$ cat config.mk
export PLATFORM = sky130hd
export DESIGN_NAME = wdc_ctrl
export DESIGN_NICKNAME = d
export VERILOG_FILES = /design/src/rtl/wdc_pkg.sv /design/src/rtl/wdc_ctrl.sv /design/src/rtl/wdc_timer.sv
export VERILOG_INCLUDE_DIRS = /design/src /design/src/rtl
export SDC_FILE = /design/constraint.sdc
export NUM_CORES = 1
export LEC_CHECK = 0
export BUFFER_PORTS_ARGS = -buffer_cell sky130_fd_sc_hd__buf_2
export CELL_PAD_IN_SITES_DETAIL_PLACEMENT = 1
export CELL_PAD_IN_SITES_GLOBAL_PLACEMENT = 2
export CORE_MARGIN = 1.5
export CORE_UTILIZATION = 36
export DETAILED_ROUTE_END_ITERATION = 6
export PLACE_DENSITY_LB_ADDON = 0.1
export SYNTH_ARGS = -nofsm -noshare
export SYNTH_HDL_FRONTEND = slang
export SYNTH_HIERARCHICAL = 1
export SYNTH_SLANG_ARGS = --single-unit
$ cat constraint.sdc
create_clock -name clk -period 4.45 [get_ports clk]
set_clock_uncertainty 0.2 [all_clocks]
set_input_delay 0.445 -clock clk [delete_from_list [all_inputs] [get_ports clk]]
set_output_delay 0.445 -clock clk [all_outputs]
set_load 0.005 [all_outputs]
$ cat src/rtl/wdc_defines.svh
// timing counts and field positions for the wide dram controller
`ifndef WDC_DEFINES_SVH
`define WDC_DEFINES_SVH
`define WDC_CLK_NS 40
`define WDC_ROW_LSB 8
`define WDC_ADDR_HALF 8
`define WDC_DATA_W 16
// strobe phase lengths in clock cycles (least times rounded up)
`define WDC_T_RP_NS 60
`define WDC_RP_CYC ((`WDC_T_RP_NS + `WDC_CLK_NS - 1) / `WDC_CLK_NS)
`define WDC_T_RCD_NS 25
`define WDC_RCD_CYC ((`WDC_T_RCD_NS + `WDC_CLK_NS - 1) / `WDC_CLK_NS)
`define WDC_T_CAS_NS 30
`define WDC_CAS_CYC ((`WDC_T_CAS_NS + `WDC_CLK_NS - 1) / `WDC_CLK_NS)
`define WDC_T_RAS_NS 100
`define WDC_RAS_CYC ((`WDC_T_RAS_NS + `WDC_CLK_NS - 1) / `WDC_CLK_NS)
`define WDC_T_CWD_NS 70
`define WDC_CWD_CYC ((`WDC_T_CWD_NS + `WDC_CLK_NS - 1) / `WDC_CLK_NS)
`define WDC_T_WP_NS 20
`define WDC_WP_CYC ((`WDC_T_WP_NS + `WDC_CLK_NS - 1) / `WDC_CLK_NS)
// refresh interval: one cycle every 125 us, longest time rounds down
`define WDC_T_REFI_NS 125000
`define WDC_REFI_CYC (`WDC_T_REFI_NS / `WDC_CLK_NS)
`define WDC_ROWS 256
`endif

$ cat src/rtl/wdc_pkg.sv
// types for the wide dram controller
package wdc_pkg;
  typedef enum logic [1:0] {
    WDC_OP_READ, WDC_OP_EARLY_WRITE, WDC_OP_LATE_WRITE, WDC_OP_MASK_WRITE
  } wdc_op_type;
  typedef enum logic [3:0] {
    WDC_IDLE, WDC_ROW, WDC_COL, WDC_ACCESS, WDC_WRLATE, WDC_OEREAD,
    WDC_PRECH, WDC_CBR_CAS, WDC_CBR_RAS
  } wdc_state_type;
endpackage : wdc_pkg

$ cat src/rtl/wdc_ctrl.sv
// host-side controller driving the wide dram pins
`timescale 1ns/1ps
`default_nettype none
`include "wdc_defines.svh"
// Behaviour
// write strobe low before column strobe gives early write, pins float
// write strobe late after delays gives late write after cell read
// never trust data pins when write timing is neither early nor late
// output enable high, write after column strobe: late write
// write data held from column strobe (early) or write strobe (late)
// output enable must be driven, never tied low, for late writes
// hidden refresh after write: column low, row cycled, write low, oe high
// write command is either lane strobe low, or the single strobe
// output enable high during late write so device outputs open
// read data pins float after output enable or column strobe rise
// write strobe at row strobe fall selects masked or normal write
// byte variant ignores strobes and data at row strobe fall
// internal write spans first lane strobe fall to last rise
// lower strobe writes low byte, upper strobe writes high byte
// oe only matters with row and column low and writes high
// unwritten lane stays high impedance on device side
// row half on row strobe fall, column half on column strobe fall
// reads return all sixteen data bits
// column strobe fall samples write data
// refresh all 256 rows within 32 ms, one each 125 us
// mask bit one writes that bit, zero blocks it
// fresh mask supplied every masked write cycle
// page mode keeps row low, pulses column, row rise ends page
// column-first refresh uses internal row counter, no address
module wdc_ctrl
  import wdc_pkg::*;
(
  input wire logic clk,                  // 25 MHz clock
  input wire logic rstn,                 // async reset, active low
  input wire logic req_valid,            // access request
  output logic req_ready,                // request taken
  input wire wdc_op_type req_op,         // access kind
  input wire logic [15:0] req_addr,      // word address, row in top half
  input wire logic [15:0] req_wdata,     // write data
  input wire logic [1:0] req_lanes,      // byte lanes to write
  input wire logic [15:0] req_mask,      // per-bit write mask
  input wire logic req_page,             // keep row open after access
  output logic rsp_valid,                // read data valid pulse
  output logic [15:0] rsp_rdata,         // read data
  output logic row_strobe_n,             // row strobe, active low
  output logic col_strobe_n,             // column strobe, active low
  output logic low_lane_write_strobe_n,  // lower lane write, active low
  output logic high_lane_write_strobe_n, // upper lane write, active low
  output logic out_enable_n,             // device output enable, low
  output logic [7:0] multiplexed_address_inputs, // shared address pins
  input wire logic [15:0] data_pins_i,   // data pins as seen
  output logic [15:0] data_pins_o,       // data pins driven value
  output logic data_pins_oe              // high while driving data pins
);
  wdc_state_type st_q;
  wdc_op_type op_q;
  logic [15:0] addr_q, wdata_q, mask_q;
  logic [1:0] lanes_q;
  logic page_q, t_load, t_done, ref_due_q, ref_take;
  logic [11:0] t_val, refi_q;
  logic [7:0] row_open_q;
  logic row_open_vld_q;
  wdc_timer #(.W(12)) i_wdc_timer (
    .clk(clk), .rstn(rstn), .load(t_load), .val(t_val), .done(t_done)
  );
  // ----------------------------------------
  // refresh interval timer
  // ----------------------------------------
  always_ff @(posedge clk or negedge rstn) begin
    if (!rstn) begin
      refi_q <= '0;
      ref_due_q <= 1'b0;
    end else begin
      if (refi_q == 12'(`WDC_REFI_CYC - 1)) begin
        refi_q <= '0;
      end else begin
        refi_q <= refi_q + 1'b1;
      end
      if (refi_q == 12'(`WDC_REFI_CYC - 1)) begin
        ref_due_q <= 1'b1;
      end else if (ref_take) begin
        ref_due_q <= 1'b0;
      end
    end
  end
  // refresh goes first when idle; row counter is inside the device
  assign ref_take = (st_q == WDC_IDLE) && ref_due_q;
  assign req_ready = (st_q == WDC_IDLE && !ref_due_q) ||
                     (st_q == WDC_PRECH && page_q && t_done &&
                      !ref_due_q && req_valid && row_open_vld_q &&
                      req_addr[15:`WDC_ROW_LSB] == row_open_q);
  // ----------------------------------------
  // request capture
  // ----------------------------------------
  always_ff @(posedge clk or negedge rstn) begin
    if (!rstn) begin
      op_q <= WDC_OP_READ;
      addr_q <= 16'h0000;
      wdata_q <= 16'h0000;
      mask_q <= 16'h0000;
      lanes_q <= 2'h0;
      page_q <= 1'b0;
    end else if (req_valid && req_ready) begin
      op_q <= req_op;
      addr_q <= req_addr;
      wdata_q <= req_wdata;
      mask_q <= req_mask;
      lanes_q <= req_lanes;
      page_q <= req_page;
    end
  end
  // ----------------------------------------
  // sequencer
  // ----------------------------------------
  always_ff @(posedge clk or negedge rstn) begin
    if (!rstn) begin
      st_q <= WDC_IDLE;
    end else begin
      case (st_q)
        WDC_IDLE: begin
          if (ref_take) begin
            st_q <= WDC_CBR_CAS;
          end else if (req_valid) begin
            st_q <= WDC_ROW;
          end
        end
        WDC_ROW: if (t_done) st_q <= WDC_COL;
        WDC_COL: if (t_done) st_q <= WDC_ACCESS;
        WDC_ACCESS: begin
          if (t_done) begin
            if (op_q == WDC_OP_LATE_WRITE) begin
              st_q <= WDC_WRLATE;
            end else if (op_q == WDC_OP_READ) begin
              st_q <= WDC_OEREAD;
            end else begin
              st_q <= WDC_PRECH;
            end
          end
        end
        WDC_WRLATE: if (t_done) st_q <= WDC_PRECH;
        WDC_OEREAD: st_q <= WDC_PRECH;
        WDC_PRECH: begin
          if (req_ready && req_valid) begin
            st_q <= WDC_COL;
          end else if (t_done) begin
            st_q <= WDC_IDLE;
          end
        end
        WDC_CBR_CAS: if (t_done) st_q <= WDC_CBR_RAS;
        WDC_CBR_RAS: if (t_done) st_q <= WDC_IDLE;
        default: st_q <= WDC_IDLE;
      endcase
    end
  end
  // ----------------------------------------
  // phase timer loads on each state entry except entry to idle
  // ----------------------------------------
  always_comb begin
    t_load = 1'b0;
    t_val = 12'h000;
    case (st_q)
      WDC_IDLE: begin
        t_load = ref_take || req_valid;
        t_val = 12'(`WDC_RCD_CYC);
      end
      WDC_ROW: begin
        t_load = t_done;
        t_val = 12'(`WDC_CWD_CYC);
      end
      WDC_COL: begin
        t_load = t_done;
        t_val = 12'(`WDC_CAS_CYC);
      end
      WDC_ACCESS: begin
        t_load = t_done;
        t_val = (op_q == WDC_OP_LATE_WRITE) ? 12'(`WDC_WP_CYC)
                                             : 12'(`WDC_RP_CYC);
      end
      WDC_WRLATE: begin
        t_load = t_done;
        t_val = 12'(`WDC_RP_CYC);
      end
      WDC_OEREAD: begin
        t_load = 1'b1;
        t_val = 12'(`WDC_RP_CYC);
      end
      WDC_PRECH: begin
        t_load = req_ready && req_valid;
        t_val = 12'(`WDC_CWD_CYC);
      end
      WDC_CBR_CAS: begin
        t_load = t_done;
        t_val = 12'(`WDC_RAS_CYC);
      end
      default: t_load = 1'b0;
    endcase
  end
  // ----------------------------------------
  // open row tracking for page mode
  // ----------------------------------------
  always_ff @(posedge clk or negedge rstn) begin
    if (!rstn) begin
      row_open_q <= 8'h00;
      row_open_vld_q <= 1'b0;
    end else if (st_q == WDC_ROW) begin
      row_open_q <= addr_q[15:`WDC_ROW_LSB];
      row_open_vld_q <= 1'b1;
    end else if (st_q == WDC_IDLE) begin
      row_open_vld_q <= 1'b0;
    end
  end
  // ----------------------------------------
  // strobe pins
  // ----------------------------------------
  always_ff @(posedge clk or negedge rstn) begin
    if (!rstn) begin
      row_strobe_n <= 1'b1;
      col_strobe_n <= 1'b1;
      low_lane_write_strobe_n <= 1'b1;
      high_lane_write_strobe_n <= 1'b1;
      out_enable_n <= 1'b1;
      multiplexed_address_inputs <= 8'h00;
    end else begin
      // row low from row phase until precharge, and through precharge in page mode; cbr drops column first
      row_strobe_n <= !(st_q == WDC_ROW || st_q == WDC_COL ||
                        st_q == WDC_ACCESS || st_q == WDC_WRLATE ||
                        st_q == WDC_OEREAD || st_q == WDC_CBR_RAS ||
                        (st_q == WDC_PRECH && page_q));
      col_strobe_n <= !(st_q == WDC_ACCESS || st_q == WDC_WRLATE ||
                        st_q == WDC_OEREAD || st_q == WDC_CBR_CAS ||
                        st_q == WDC_CBR_RAS);
      // row half before row fall, column half before column fall
      multiplexed_address_inputs <= (st_q == WDC_IDLE)
        ? req_addr[15:`WDC_ROW_LSB]
        : (st_q == WDC_ROW) ? addr_q[15:`WDC_ROW_LSB]
        : addr_q[`WDC_ADDR_HALF-1:0];
      // masked write: both strobes low at row fall; otherwise high
      if (st_q == WDC_IDLE) begin
        low_lane_write_strobe_n <= !(req_valid && !ref_due_q &&
                                     req_op == WDC_OP_MASK_WRITE);
        high_lane_write_strobe_n <= !(req_valid && !ref_due_q &&
                                      req_op == WDC_OP_MASK_WRITE);
      end else if ((st_q == WDC_ROW && op_q != WDC_OP_MASK_WRITE) ||
                   st_q == WDC_PRECH || st_q == WDC_OEREAD ||
                   st_q == WDC_CBR_CAS) begin
        low_lane_write_strobe_n <= 1'b1;
        high_lane_write_strobe_n <= 1'b1;
      end else if ((st_q == WDC_COL && op_q != WDC_OP_READ &&
                    op_q != WDC_OP_LATE_WRITE) ||
                   st_q == WDC_WRLATE) begin
        // early: strobes fall before column strobe; late: after it
        low_lane_write_strobe_n <= !lanes_q[0];
        high_lane_write_strobe_n <= !lanes_q[1];
      end
      // oe low through read access and capture; high through late write
      out_enable_n <= !((st_q == WDC_ACCESS || st_q == WDC_OEREAD) &&
                        op_q == WDC_OP_READ);
    end
  end
  // ----------------------------------------
  // data pins: mask at row fall, write data until strobe release
  // ----------------------------------------
  always_ff @(posedge clk or negedge rstn) begin
    if (!rstn) begin
      data_pins_o <= 16'h0000;
      data_pins_oe <= 1'b0;
    end else if (st_q == WDC_IDLE && req_valid && !ref_due_q &&
                 req_op == WDC_OP_MASK_WRITE) begin
      data_pins_o <= req_mask;
      data_pins_oe <= 1'b1;
    end else if (st_q == WDC_ROW && op_q == WDC_OP_MASK_WRITE) begin
      data_pins_o <= mask_q; // mask held past row fall
      data_pins_oe <= 1'b1;
    end else if ((st_q == WDC_COL || st_q == WDC_ACCESS) &&
                 op_q != WDC_OP_READ && op_q != WDC_OP_LATE_WRITE) begin
      data_pins_o <= wdata_q;
      data_pins_oe <= 1'b1;
    end else if (st_q == WDC_WRLATE) begin
      data_pins_o <= wdata_q;
      data_pins_oe <= 1'b1;
    end else begin
      data_pins_oe <= 1'b0;
    end
  end
  // ----------------------------------------
  // read capture at end of oe window, all 16 bits
  // ----------------------------------------
  always_ff @(posedge clk or negedge rstn) begin
    if (!rstn) begin
      rsp_rdata <= 16'h0000;
      rsp_valid <= 1'b0;
    end else begin
      rsp_valid <= (st_q == WDC_OEREAD);
      if (st_q == WDC_OEREAD) begin
        rsp_rdata <= data_pins_i;
      end
    end
  end
endmodule : wdc_ctrl
`default_nettype wire

$ cat src/rtl/wdc_timer.sv
// down-counting phase timer with done flag
`timescale 1ns/1ps
`default_nettype none
module wdc_timer #(
  parameter int W = 12
) (
  input wire logic clk,         // system clock
  input wire logic rstn,        // async reset, active low
  input wire logic load,        // start a new count
  input wire logic [W-1:0] val, // cycles to wait
  output logic done             // count reached zero
);
  logic [W-1:0] cnt_q;
  // ----------------------------------------
  // counter
  // ----------------------------------------
  always_ff @(posedge clk or negedge rstn) begin
    if (!rstn) begin
      cnt_q <= '0;
    end else if (load) begin
      cnt_q <= val;
    end else if (cnt_q != '0) begin
      cnt_q <= cnt_q - 1'b1;
    end
  end
  // plain zero test: load is fed back from done, so done must not read it
  assign done = (cnt_q == '0);
endmodule : wdc_timer
`default_nettype wire

# --- Word-level counts from Yosys, hierarchy flattened ---
# Index checks and enable logic that the tools add are counted.
totals:
  n_memories: 0
  in_bits: 72
  ramBits: 0
  out_inout_bits: 48
  rom_bits: 0
  reg_bits: 138
  latch_bits: 0
op_classes:
  n_bitwise: 0
  n_addsub: 2
  multipliers: 0
  order_cmp: 0
  mux: 38
  n_reduce_logical: 60
  shifts: 0
  n_eq_ne: 21
  n_div: 0
op_table:
  columns: ["op", "n"]
  rows:
  - ["$mux W16", 4]
  - ["$mux W12", 3]
  - ["$mux W4", 9]
  - ["$pmux W4 S9", 1]
  - ["$logic_and A1 B1 Y1", 21]
  - ["$logic_or A1 B1 Y1", 18]
  - ["$eq A4 B3 Y1 const B", 4]
  - ["$mux W8", 2]
  - ["$mux W1", 14]
  - ["$ne A2 B2 Y1 const B", 7]
  - ["$add A12 B1 Y12 const B", 1]
  - ["$eq A12 B12 Y1 const B", 1]
  - ["$logic_not A12 Y1", 1]
  - ["$reduce_bool A12 Y1", 1]
  - ["$sub A12 B1 Y12 const B", 1]
  - ["$eq A4 B2 Y1 const B", 2]
  - ["$eq A8 B8 Y1", 1]
  - ["$pmux W2 S4", 1]
  - ["$reduce_bool A2 Y1", 4]
  - ["$logic_not A1 Y1", 7]
  - ["$eq A2 B2 Y1 const B", 3]
  - ["$mux W2", 3]
  - ["$reduce_and A6 Y1", 1]
  - ["$reduce_or A5 Y1", 1]
  - ["other kinds (10)", 10]

# --- Logic depth before layout (Yosys ltp) ---
# Gate-level depths: netlist of the first run.
depth:
  ltp_word: 11
  ltp_mapped: 14
  depth_no_buf: 11

# --- Hierarchy ---
# Netlist of the first run, hierarchy kept.
by_module_without_submodules:
  columns: ["module", "cells_each", "area_each_um2", "instances", "seq_area_each_um2"]
  rows:
  - ["wdc_ctrl", 726, 7124.3, 1, 3159.3]
  - ["wdc_timer", 72, 716.9, 1, 300.3]

# --- Least setup slack after synthesis of the first run ---
# OpenSTA, ideal clock, no wires.
synth_path:
  kind: "reg-to-reg"
  from: "reg i_wdc_timer.cnt_q[4]"
  to: "reg i_wdc_timer.cnt_q[8]"
  required_time_ns: 4.112
  path_slack_ns: 1.059
  synth_period_minus_slack_ns: 3.391
  arrival_time_ns: 3.053
  stages_incl_launch_ff: 13
  n_path_buf: 5
  path_cell_list: "dfrtp_1 > or4_1 > buf_2 > nor3b_4 > nand3b_1 > clkbuf_1 > clkbuf_1 > nor3_1 > nand3_1 > nand2_1 > clkbuf_1 > clkbuf_1 > o21ai_0"
synth_via:
  elab_chain_len: 10
  word_cells_on_any_way: 14
  cone_classes: "add/sub (1); mux (3); reduce/logical (10)"
synth_lines:
  columns: ["item", "line", "rtl"]
  rows:
  - ["start, declared", "wdc_timer.sv:13", "logic [W-1:0] cnt_q;"]
  - ["start signal, assigned", "wdc_timer.sv:21", "cnt_q <= val;"]
  - ["start signal, assigned", "wdc_timer.sv:23", "cnt_q <= cnt_q - 1'b1;"]
  - ["$logic_not A12 Y1 *", "wdc_timer.sv:27", "assign done = (cnt_q == '0);"]
  - ["via t_done", "wdc_ctrl.sv:59", "logic page_q, t_load, t_done, ref_due_q, ref_take;"]
  - ["$logic_and A1 B1 Y1 (2 in a row)", "wdc_ctrl.sv:89", "(st_q == WDC_PRECH && page_q && t_done &&"]
  - ["$logic_and A1 B1 Y1 (2 in a row)", "wdc_ctrl.sv:90", "!ref_due_q && req_valid && row_open_vld_q &&"]
  - ["$logic_and A1 B1 Y1", "wdc_ctrl.sv:89", null]
  - ["$logic_or A1 B1 Y1", "wdc_ctrl.sv:88", "assign req_ready = (st_q == WDC_IDLE && !ref_due_q) ||"]
  - ["$logic_and A1 B1 Y1", "wdc_ctrl.sv:188", "t_load = req_ready && req_valid;"]
  - ["$pmux W1 S4 *", "wdc_ctrl.sv:161", "case (st_q)"]
  - ["via t_load", "wdc_ctrl.sv:59", null]
  - ["$mux W12 / $reduce_bool A2 Y1 (equally long branches)", null, null]
# Mark *: on every way through the listed nets, which the timed path passes. The rest lies on a longest branch. The select of a mux whose other input is x is not followed.
# A chain may end at the register's enable or synchronous reset.

# --- Worst setup path in the final report of the first run ---
layout_path:
  from: "reg i_wdc_timer.cnt_q[0]"
  to: "reg addr_q[14]"
layout_via:
  elab_chain_len: 8
layout_lines:
  columns: ["item", "line", "rtl"]
  rows:
  - ["$logic_not A12 Y1", "wdc_timer.sv:27", null]
  - ["via t_done", "wdc_ctrl.sv:59", null]
  - ["$logic_and A1 B1 Y1 (2 in a row)", "wdc_ctrl.sv:89", null]
  - ["$logic_and A1 B1 Y1 (2 in a row)", "wdc_ctrl.sv:90", null]
  - ["$logic_and A1 B1 Y1", "wdc_ctrl.sv:89", null]
  - ["$logic_or A1 B1 Y1", "wdc_ctrl.sv:88", null]
  - ["$logic_and A1 B1 Y1", "wdc_ctrl.sv:103", "end else if (req_valid && req_ready) begin"]
  - ["end signal, assigned", "wdc_ctrl.sv:105", "addr_q <= req_addr;"]
  - ["end, declared", "wdc_ctrl.sv:57", "logic [15:0] addr_q, wdata_q, mask_q;"]
# The timed path passes the listed nets, and every way through them passes these cells.

==> results of run 1 <==
cells in the mapped netlist, drive strengths merged, types with 12 or more instances:
cell type / instances / area share (%)
xnor2: 12 / 1.3
o311ai: 53 / 5.9
nand3: 60 / 3.8
o21ai: 19 / 1.2
dfrtp: 133 / 42
or4: 58 / 5.6
clkbuf: 57 / 2.7
xor2: 13 / 1.5
mux2: 27 / 3.9
inv: 13 / 0.62
buf: 32 / 2.9
o211ai: 83 / 7.9
mux2i: 27 / 3.4
nand2: 92 / 4.4
nor2: 19 / 0.94
metal layers:
metal	up-vias	GRT usage (%)	wire length [um]
li1	3199	-	-
met1	3544	30.98	11370
met2	187	40.07	12340
met3	27	3.879	1164
met4	0	6.796	369
met5	-	0	0
what timing repair did:
action | in CTS | in global routing
endpoints found under the hold margin | 81 | 0
buffers inserted | 0 | 0
hold buffers | 1 | 0
power by group through the flow:
stage | clock (W) | combinational [W] | sequential (W)
after global routing | 0.00154 | 0.00239 | 0.00224
after global placement | 0 | 0.00208 | 0.00215
after floorplan | 0 | 0.00150 | 0.00206
after detailed placement | 0 | 0.00217 | 0.00218
after CTS | 0.00148 | 0.00218 | 0.00216
final | 0.00144 | 0.00214 | 0.00216
cells in the final DEF (no fill, tap or decap), drive strengths merged, types with 5 or more instances in the layout:
cell and n:
a211oi 6, a21o 6, a21oi 10, buf 142
clkbuf 20, clkinvlp 5, conb 10, dfrtp 133
dfstp 5, inv 15, mux2 27, mux2i 27
nand2 92, nand2b 5, nand3 60, nor2 19
nor3 9, nor4 7, o211ai 83, o21ai 19
o311ai 53, or4 58, xnor2 12, xor2 13
final cells by class:
type,instances,share of cell area [%]
tap,275,3.739
timing repair buffer,143,8.552
multi-input combinational,567,43.09
inverter,13,0.5303
sequential,138,37.59
clock buffer,20,4.963
clock inverter,12,1.536
cell families (layout without fill, tap and decap cells):
| family | count (synthesis) | count (layout) |
|---|---|---|
| simple gates | 274 | 274 |
| fa+ha+maj | 4 | 4 |
| xor+xnor | 25 | 25 |
| compound gates | 200 | 200 |
| buf+inv | 102 | 188 |
| other cells | 1 | 10 |
| mux | 54 | 54 |
| flops | 138 | 138 |
per-stage QoR:
step                      total power, W  setup WS [ns]  std cells  utilization, %  instance area (um^2)
after global placement          0.004228         0.9017       1135           40.50                  8594
after CTS                       0.005823         0.6203       1168           43.37                  9203
after floorplan                 0.003556          1.059        807               -                  7875
after detailed placement        0.004345         0.6494       1135           40.50                  8594
final                           0.005751         0.6339       1168           43.37                  9203
after global routing            0.006160         0.4077       1168           43.37                  9203
critical path, delay by kind of cell (launching register included):
family                   cells  cell delay, ns
AND/OR/NAND/NOR              4            1.51
buffers and inverters        3            0.76
AO/OA/AOI/OAI                2            0.61
flip-flops                   1            0.40
adder cells (fa/ha/maj)      1            0.18
path summary, 6_finish.rpt:
kind / slack, ns / end / startpoint / cells after the start
max in group asynchronous: 2.61 / out_enable_n / rstn / 3
worst min register to register: 0.28 / rsp_rdata[15] / rsp_rdata[15] / 1
worst max-delay path: 0.63 / addr_q[14] / i_wdc_timer/cnt_q[0] / 10
min in group asynchronous: 0.45 / refi_q[9] / rstn / 2
worst max register to register: 0.63 / addr_q[14] / i_wdc_timer/cnt_q[0] / 10
worst min-delay path: 0.04 / rsp_rdata[15] / data_pins_i[15] / 2
state kept, by name, summed over array words and instances, names as in the netlist, 2 cells and up:
register and cells:
st_q 4, lanes_q 2, refi_q 12, row_open_q 8, rsp_rdata 16, i_wdc_timer/cnt_q 12
data_pins_o 16, wdata_q 16, addr_q 16, mask_q 16, op_q 2, multiplexed_address_inputs 8
==> flow_summary_export.csv, run 1 <==
group,metric,value,unit
critical_path,cp_slowest_stage_delay,0.52,ns
critical_path,worstSetupStartpointType,"flip-flop",
placed_design,portBuffers,119,
power_and_ir_drop,switchingPower,0.002169,W
synthesis,synth_top_family_by_area,"simple AND/OR/NAND/NOR gates",
synthesis,avgSynthCellArea,9.826,um^2
sta,worstMarginPinSlew,1.063,ns
synthesis,synth-seq-cells,138,
synthesis,synth_compound_area_share,19.36,%
detailed_routing,vias,6957,
critical_path,endpoint_kind,"flip-flop",
flow_run,drv_cap,0,
die,core_area,21220,um^2
final_layout,area_growth_syn_to_layout,17.36,%
synthesis,async_reset_ff_share,100.0,%
synthesis,synthSimpleGateAreaFrac,19.51,%
power_and_ir_drop,vdd_drop_max,233.1,uV
final_layout,drive_gt1_share,23.52,%
detailed_routing,wl,25.25,mm
clock_network,clock_latency,0.43,ns
global_routing,grt_pass1_wl,41.63,mm
power_and_ir_drop,pwr-share-clk,25.1,%
die,placementRows,53,
detailed_routing,postRouteAntennaNets,0,
synthesis,synth.distinct_cells,61,
clock_network,cts_tree,"done",
detailed_routing,firstDrtPassIters,5,
power_and_ir_drop,p_comb_share,37.3,%
power_and_ir_drop,leakagePower,3.632,nW
clock_network,cts.root.buffer_cell,"clkbuf_16",
die,ios,120,
sta,maxSlewViolCount,0,
detailed_routing,drt-vias-per-instance,5.956,
die,initial_utilization,36.95,%
synthesis,synth_edf_count,0,
sta,layout_min_cycle_time,3.816,ns
synthesis,synth_flop_cell,"dfrtp_1",
status,status,"finished clean",
synthesis,synthMuxAreaShare,7.324,%
global_routing,grt.overflow.total,0,
critical_path,cp_slowest_cell,"or4_1",
synthesis,synth_xor_area_share,2.792,%
die,dieWidth,150.6,um
global_routing,antenna_found_initial,0,
die,fp.dieH,150.6,um
final_layout,layout.area.seq,3460,um^2
detailed_routing,drt_first_iter_violations,246,
synthesis,syn-cell-area,7841,um^2
placed_design,hpwl,15.72,mm
sta,finalCritPeriodShare,85.75,%
synthesis,postSynthCellCount,798,
final_layout,nets,956,
sta,rsz0062_at_grt,"no",
clock_network,ctsResizeCount,0,
critical_path,path_common_cell,"buf_4",
detailed_routing,wl_per_cell,21.62,um
synthesis,yosys_warnings,6,
power_and_ir_drop,power.internal,0.003582,W
detailed_routing,drc,0,
clock_network,clk_path_buf_depth,2,
clock_network,clock-sinks,138,
power_and_ir_drop,seqPwrFrac,37.6,%
final_layout,antenna_cells,0,
sta,fin_tns_setup,0,ns
global_routing,grt_pass1_vias,7536,
synthesis,yosys.area_share.adder,0.6383,%
global_routing,grt_start_max_net_pins,86,
power_and_ir_drop,netSwitchingFraction,37.72,%
sta,holdWs,0.04126,ns
clock_network,htree_levels,4,
die,die-area,22680,um^2
sta,max_freq,262.0,MHz
critical_path,worstPathArrival,3.89,ns
placed_design,finalWeightedCongestion,0.8063,
sta,setup_viol,0,
worst_hold_path,hp-class,"in2reg",
sta,relSlewSlack,29.10,%
critical_path,crit_chain,"inv_1 > ha_1 > nor4b_1 > nor3b_4 > nand3b_1 > buf_4 > or4_1 > buf_4 > o311ai_0 > o211ai_1",
clock_network,numCtsBuffers,17,
synthesis,seq_area_frac_synth,44.12,%
power_and_ir_drop,cellPowerDensity,625.0,nW/um^2
critical_path,cp.required,4.53,ns
critical_path,critPathMaxFanout,53,
global_routing,grt.total_usage,23.61,%
clock_network,clk_pin_slew,0.06,ns
final_layout,final.fill_count,2430,
sta,hold_viol,0,
critical_path,critical_path_class,"reg2reg",
final_layout,multi_input_area,3965,um^2
No activity file was read; power rests on OpenSTA's default activity.
==> inputs of run 2 (changes only) <==
ABC_AREA = 1   (was unset)
CORE_UTILIZATION = 32   (was 36)
==> run 2 against run 1 <==
Clock power up 5%; design area down 12%; count of clock-buffer cells in the layout up 5; cell count up 4.6%; via count down 15%; routed wire length down 25%; fmax up 16%; worst hold slack worse by 0.0062 ns; largest cell class is now sequential cells.
==> flow_summary_export.csv, run 2 <==
group,metric,value,unit
status,status,"finished clean",
final_layout,area_growth_syn_to_layout,22.04,%
detailed_routing,firstDrtPassIters,4,
synthesis,postSynthCellCount,818,
synthesis,syn-cell-area,6601,um^2
critical_path,endpoint_kind,"output port",
synthesis,seq_area_frac_synth,52.41,%
synthesis,async_reset_ff_share,100.0,%
worst_hold_path,hold_depth,3,
die,core_area,20230,um^2
critical_path,critPathMaxFanout,32,
critical_path,critPathBufInv,3,
detailed_routing,drt_first_iter_violations,160,
die,initial_utilization,32.62,%
clock_network,numCtsBuffers,17,
global_routing,grt_start_max_net_pins,72,
clock_network,post_cts.repair.setup_buffers,0,
die,placementRows,52,
worst_hold_path,hp-class,"in2reg",
critical_path,critical_path_class,"reg2out",
detailed_routing,wl_per_cell,15.42,um
synthesis,synth-seq-cells,138,
power_and_ir_drop,leakagePower,4.319,nW
global_routing,grt_pass1_wl,31.97,mm
critical_path,crit_chain,"inv_1 > ha_1 > nand2_1 > nor2_2 > nand3b_4 > inv_2 > nand2_1 > a21oi_1 > nand2_1 > nor2_1 > nand3_2 > nand2_4 > buf_2",
critical_path,r2r_cells,7,
die,die-area,21500,um^2
placed_design,place_ws,1.220,ns
clock_network,cts_tree,"done",
clock_network,cts.root.buffer_cell,"clkbuf_16",
sta,relSlewSlack,45.85,%
final_layout,layout.cells.non_filler,1222,
sta,max_freq,304.3,MHz
synthesis,yosysTopAreaCell,"dfrtp_1",
synthesis,synth_common_cells,"nand2_1, dfrtp_1, nand3_1, nor2_1, inv_1",
critical_path,cp.required,3.81,ns
detailed_routing,vias,5886,
critical_path,cp_slowest_stage_delay,0.41,ns
critical_path,r2r_end,"data_pins_o[13]",
synthesis,synth_flop_cell,"dfrtp_1",
final_layout,drive_gt1_share,19.85,%
die,dieWidth,146.6,um
sta,worstMarginPinSlew,0.8103,ns
synthesis,yosys_warnings,6,
final_layout,final_common_cell,"nand2_1",
clock_network,clock-sinks,138,
placed_design,dp_cells,1189,
sta,rsz0062_at_grt,"no",
sta,finalCritPeriodShare,73.84,%
detailed_routing,drc,0,
synthesis,yosysMostFrequentCell,"nand2_1",
sta,maxSlewViolCount,0,
placed_design,hpwl,13.06,mm
flow_run,drv_cap,0,
sta,fin_ws,1.164,ns
power_and_ir_drop,power,0.005694,W
critical_path,cp_slowest_cell,"dfrtp_1",
placed_design,portBuffers,119,
critical_path,worstPathArrival,2.64,ns
detailed_routing,wl,18.85,mm
critical_path,crit-reg2reg-launch,"st_q[3]",
power_and_ir_drop,cellPowerDensity,706.8,nW/um^2
final_layout,antenna_cells,0,
detailed_routing,drt-vias-per-instance,4.817,
global_routing,grt.total_usage,18.70,%
final_layout,layout_common_cells,"nand2_1, dfrtp_1, buf_2",
sta,fin_tns_setup,0,ns
synthesis,synth_edf_count,0,
die,fp.dieH,146.6,um
critical_path,critical-path-top-delay-family,"simple AND/OR/NAND/NOR gates",
sta,layout_min_cycle_time,3.286,ns
clock_network,clk_pin_slew,0.06,ns
die,ios,120,
detailed_routing,postRouteAntennaNets,0,
critical_path,rrSetupSlack,1.37,ns
global_routing,grt.overflow.total,0,
worst_hold_path,hold_end,"rsp_rdata[15]",
sta,holdWs,0.03507,ns
synthesis,avgSynthCellArea,8.070,um^2
worst_hold_path,min-delay-start,"data_pins_i[15]",
power_and_ir_drop,vdd_drop_max,275.6,uV
final_layout,nets,1015,
critical_path,path_common_cell,"nand2_1",
clock_network,clock_latency,0.42,ns
global_routing,antenna_found_initial,0,
clock_network,clk_path_buf_depth,2,
critical_path,worstSetupStartpointType,"flip-flop",
synthesis,synth_top_area_share,50.42,%
synthesis,synth.distinct_cells,33,
clock_network,htree_levels,4,
placed_design,finalWeightedCongestion,0.8079,
synthesis,synthTopCellsByArea,"dfrtp_1, nand2_1, nand3_1, nor2_1, inv_1",
sta,setup_viol,0,
global_routing,grt_pass1_vias,6266,
sta,hold_viol,0,
==> run 2: cell types whose count changed in the layout (fill, tap and decap cells not counted), moves of 8 or more <==
cell	previous run	this run
mux2i_1	27	0
o211ai_1	83	17
o311ai_1	50	0
mux2_1	8	0
inv_2	0	8
or4_1	57	0
nor2_1	18	51
nand2_1	92	321
inv_1	13	47
nand3_1	59	107
mux2_2	19	0
buf_4	24	7
==> run 2: layout make-up <==
class | count | area, um^2
tap | 270 | 337.8
timing repair buffer | 127 | 664.4
inverter | 55 | 206.4
clock inverter | 7 | 137.6
fill | 2509 | 12180
sequential | 138 | 3460
multi-input combinational | 600 | 2765
clock buffer | 25 | 485.5
==> run 2: kinds of logic after synthesis <==
| logic type | share of synthesized area, % |
|---|---|
| adder cells (fa/ha/maj) | 0.7582 |
| other | 0.05681 |
| flip-flops | 52.41 |
| buffers and inverters | 6.217 |
| AO/OA/AOI/OAI | 5.023 |
| AND/OR/NAND/NOR | 33.28 |
| XOR/XNOR | 2.255 |
==> run 2: where the power goes <==
group | switching, W | internal, W | total, W
registers | 0.000320 | 0.00181 | 0.00213
logic | 0.00133 | 0.000729 | 0.00206
clock network | 0.000525 | 0.000982 | 0.00151
==> run 2: worst min-delay path: stages <==
cell and delay [ns]:
buf_2 0.08, nand2_1 0.04, nand2_1 0.05
==> run 2: how the worst max path moves through the flow <==
stage                         startpoint              endpoint  slack (ns)  cells after the start
finish              i_wdc_timer/cnt_q[0]             req_ready        1.16                     13
global route        i_wdc_timer/cnt_q[0]             req_ready        0.90                     13
CTS                 i_wdc_timer/cnt_q[0]             req_ready        1.11                     13
detailed placement               st_q[3]       data_pins_o[13]        1.22                      7
global placement                 st_q[3]       data_pins_o[13]        1.25                      7
floorplan           i_wdc_timer/cnt_q[0]  i_wdc_timer/cnt_q[6]        1.96                     17
==> run 2: layer usage <==
metal / track usage (%) / vias to the layer above / wire length, um
li1: - / 2840 / -
met2: 32.41 / 109 / 9246
met1: 23.75 / 2925 / 8760
met3: 3.406 / 12 / 645
met5: 0 / - / 0
met4: 5.455 / 0 / 193
==> run 2: timing repair <==
| action | in CTS | in global routing |
|---|---|---|
| hold buffers | 1 | 0 |
| resized for setup | 0 | 0 |
| hold endpoints to repair | 67 | 0 |
==> run 2: metrics by stage <==
step                      cell area, um^2  utilization (%)
final                                8056            39.82
after global routing                 8056            39.82
after CTS                            8056            39.82
after detailed placement             7423            36.69
after global placement               7423            36.69
after floorplan                      6635                -
==> inputs of run 3 (changes only) <==
ABC_AREA = 0   (was 1)
CORE_UTILIZATION = 36   (was 32)
clock period = 3.05 ns   (was 4.45 ns; I/O delays follow)
==> run 3 against run 2 <==
The flow now finishes with violations (setup timing); sequential share of layout area shrank 9.3 points; total power rose by 55%; first-iteration DRC count grew to 2.7 times the previous value; clock power rose by 46%; combinational power rose by 67%; via count up 27%; die area rose by 5.5%; design area is 28% higher; register-to-register slack got worse by 1.4 ns; flip-flop and latch count stayed put; largest cell class is now multi-input combinational cells; largest power group is now combinational logic; highest routed layer unchanged.
==> flow_summary_export.csv, run 3 (same netlist as run 1, synthesis figures left out) <==
group,metric,value,unit
placed_design,hpwl,15.74,mm
clock_network,numCtsBuffers,17,
critical_path,worstSetupStartpointType,"flip-flop",
global_routing,antenna_found_initial,1,
clock_network,cts_tree,"done",
critical_path,critical_path_class,"reg2out",
final_layout,drive_gt1_share,25.43,%
power_and_ir_drop,cellPowerDensity,860.3,nW/um^2
sta,max_freq,326.0,MHz
final_layout,layout_common_cells,"dfrtp_1, buf_2, nand2_1",
flow_run,drv_cap,0,
final_layout,fin_area,10290,um^2
global_routing,grt_pass1_vias,7815,
sta,setup_viol,3,
clock_network,clock-sinks,138,
die,die-area,22680,um^2
global_routing,grt.overflow.total,0,
die,placementRows,53,
detailed_routing,vias,7450,
sta,finalCritPeriodShare,100.6,%
sta,hold_viol,0,
worst_hold_path,hp-class,"in2reg",
die,ios,120,
sta,fin_ws,-0.01723,ns
detailed_routing,postRouteAntennaNets,0,
die,dieWidth,150.6,um
final_layout,multi_input_area,4036,um^2
power_and_ir_drop,leakagePower,4.129,nW
sta,relSlewSlack,41.72,%
clock_network,clock_latency,0.43,ns
global_routing,grt.total_usage,24.13,%
status,violations,"setup timing",
clock_network,clk_path_buf_depth,2,
clock_network,clk_pin_slew,0.06,ns
clock_network,cts.root.buffer_cell,"clkbuf_16",
status,status,"complete, but fails checks",
detailed_routing,firstDrtPassIters,4,
power_and_ir_drop,power,0.008849,W
placed_design,finalWeightedCongestion,0.7822,
critical_path,cp.required,2.54,ns
sta,maxSlewViolCount,0,
detailed_routing,wl_per_cell,20.73,um
sta,worstMarginPinSlew,0.8743,ns
detailed_routing,drt-vias-per-instance,5.899,
final_layout,final.fill_count,2395,
global_routing,grt_pass1_wl,42.54,mm
final_layout,final_common_cell,"dfrtp_1",
power_and_ir_drop,vdd_drop_max,279.3,uV
sta,rsz0062_at_grt,"yes",
clock_network,htree_levels,4,
critical_path,critPathMaxFanout,3,
placed_design,place_area,8781,um^2
detailed_routing,wl,26.18,mm
critical_path,endpoint_kind,"output port",
critical_path,worstPathArrival,2.56,ns
detailed_routing,drt_first_iter_violations,435,
placed_design,portBuffers,119,
die,core_area,21220,um^2
detailed_routing,drc,0,
global_routing,grt_start_max_net_pins,87,
die,fp.dieH,150.6,um
final_layout,area_growth_syn_to_layout,31.18,%
final_layout,layout.area.seq,3460,um^2
die,initial_utilization,36.95,%
sta,layout_min_cycle_time,3.067,ns
final_layout,nets,1050,
## run 3: cell types whose count changed in the layout (fill, tap and decap cells not counted), sizes merged, moves of 42 or more
| cell | previous run | this run |
|---|---|---|
| nand3 | 109 | 60 |
| o311ai | 0 | 53 |
| nand2 | 327 | 92 |
| dlygate4sd3 | 1 | 67 |
| buf | 126 | 169 |
| inv | 55 | 13 |
| o211ai | 17 | 83 |
| nor2 | 61 | 19 |
| or4 | 0 | 58 |
## run 3: area by class of cell
type	count	area share, %
inverters	13	0.4744
multi-input cells	567	39.24
well taps	275	3.345
repair buffers	237	17.13
clock buffers	22	4.805
diodes	1	0.02433
clock inverters	10	1.350
flip-flops and latches	138	33.63
## run 3: where the power goes
part           internal, W  switching, W
clock              0.00139      0.000821
sequential         0.00261      0.000578
combinational      0.00161       0.00184
total              0.00560       0.00324
## run 3: repair_timing
item,in CTS,in global routing
pin swaps,3,3
setup buffers,7,6
gates cloned,1,0
gates resized for setup,14,7
setup endpoints to repair,3,60
hold buffers,67,0
endpoints found under the hold margin,141,0
## run 3: metal layers
layer	routed length, um	track usage [%]
met1	11870	31.91
met2	12710	40.02
met3	1135	3.909
met4	471	8.398
met5	0	0
## run 3: worst paths after layout
kind                                           end            startpoint  cells past startpoint  slack, ns
max reg2reg                   i_wdc_timer/cnt_q[2]  i_wdc_timer/cnt_q[7]                     12      -0.01
min in group asynchronous             rsp_rdata[8]                  rstn                      2       0.25
max in group asynchronous  low_lane_write_strobe_n                  rstn                      3       1.71
min reg2reg                           rsp_rdata[9]          rsp_rdata[9]                      1       0.28
max                                      req_ready  i_wdc_timer/cnt_q[7]                      9      -0.02
min                                        op_q[1]             req_op[1]                      3       0.02
## run 3: stage by stage
stage / cells / TNS [ns] / worst slack, ns / utilization (%) / hold WS, ns
2_1_floorplan: 807 / -1.365 / -0.02844 / - / -0.1906
3_3_place_gp: 1150 / 0 / 0.1079 / 41.38 / 0.1350
5_1_grt: 1262 / -2.543 / -0.1379 / 48.46 / 0.02109
4_1_cts: 1257 / -0.03431 / -0.03431 / 48.11 / 0.001969
6_report: 1263 / -0.03329 / -0.01723 / 48.47 / 0.01950
3_5_place_dp: 1150 / -0.02227 / -0.01896 / 41.38 / 0.1437
## run 3: critical path, cell delays in order, from the launching register on
cell and delay (ns):
dfrtp_1 0.38, or4_4 0.56, nor3b_4 0.21, nand3b_1 0.21, buf_12 0.19, nor3_4 0.11, nand3_2 0.12, buf_6 0.16
o21ai_2 0.05, buf_2 0.15
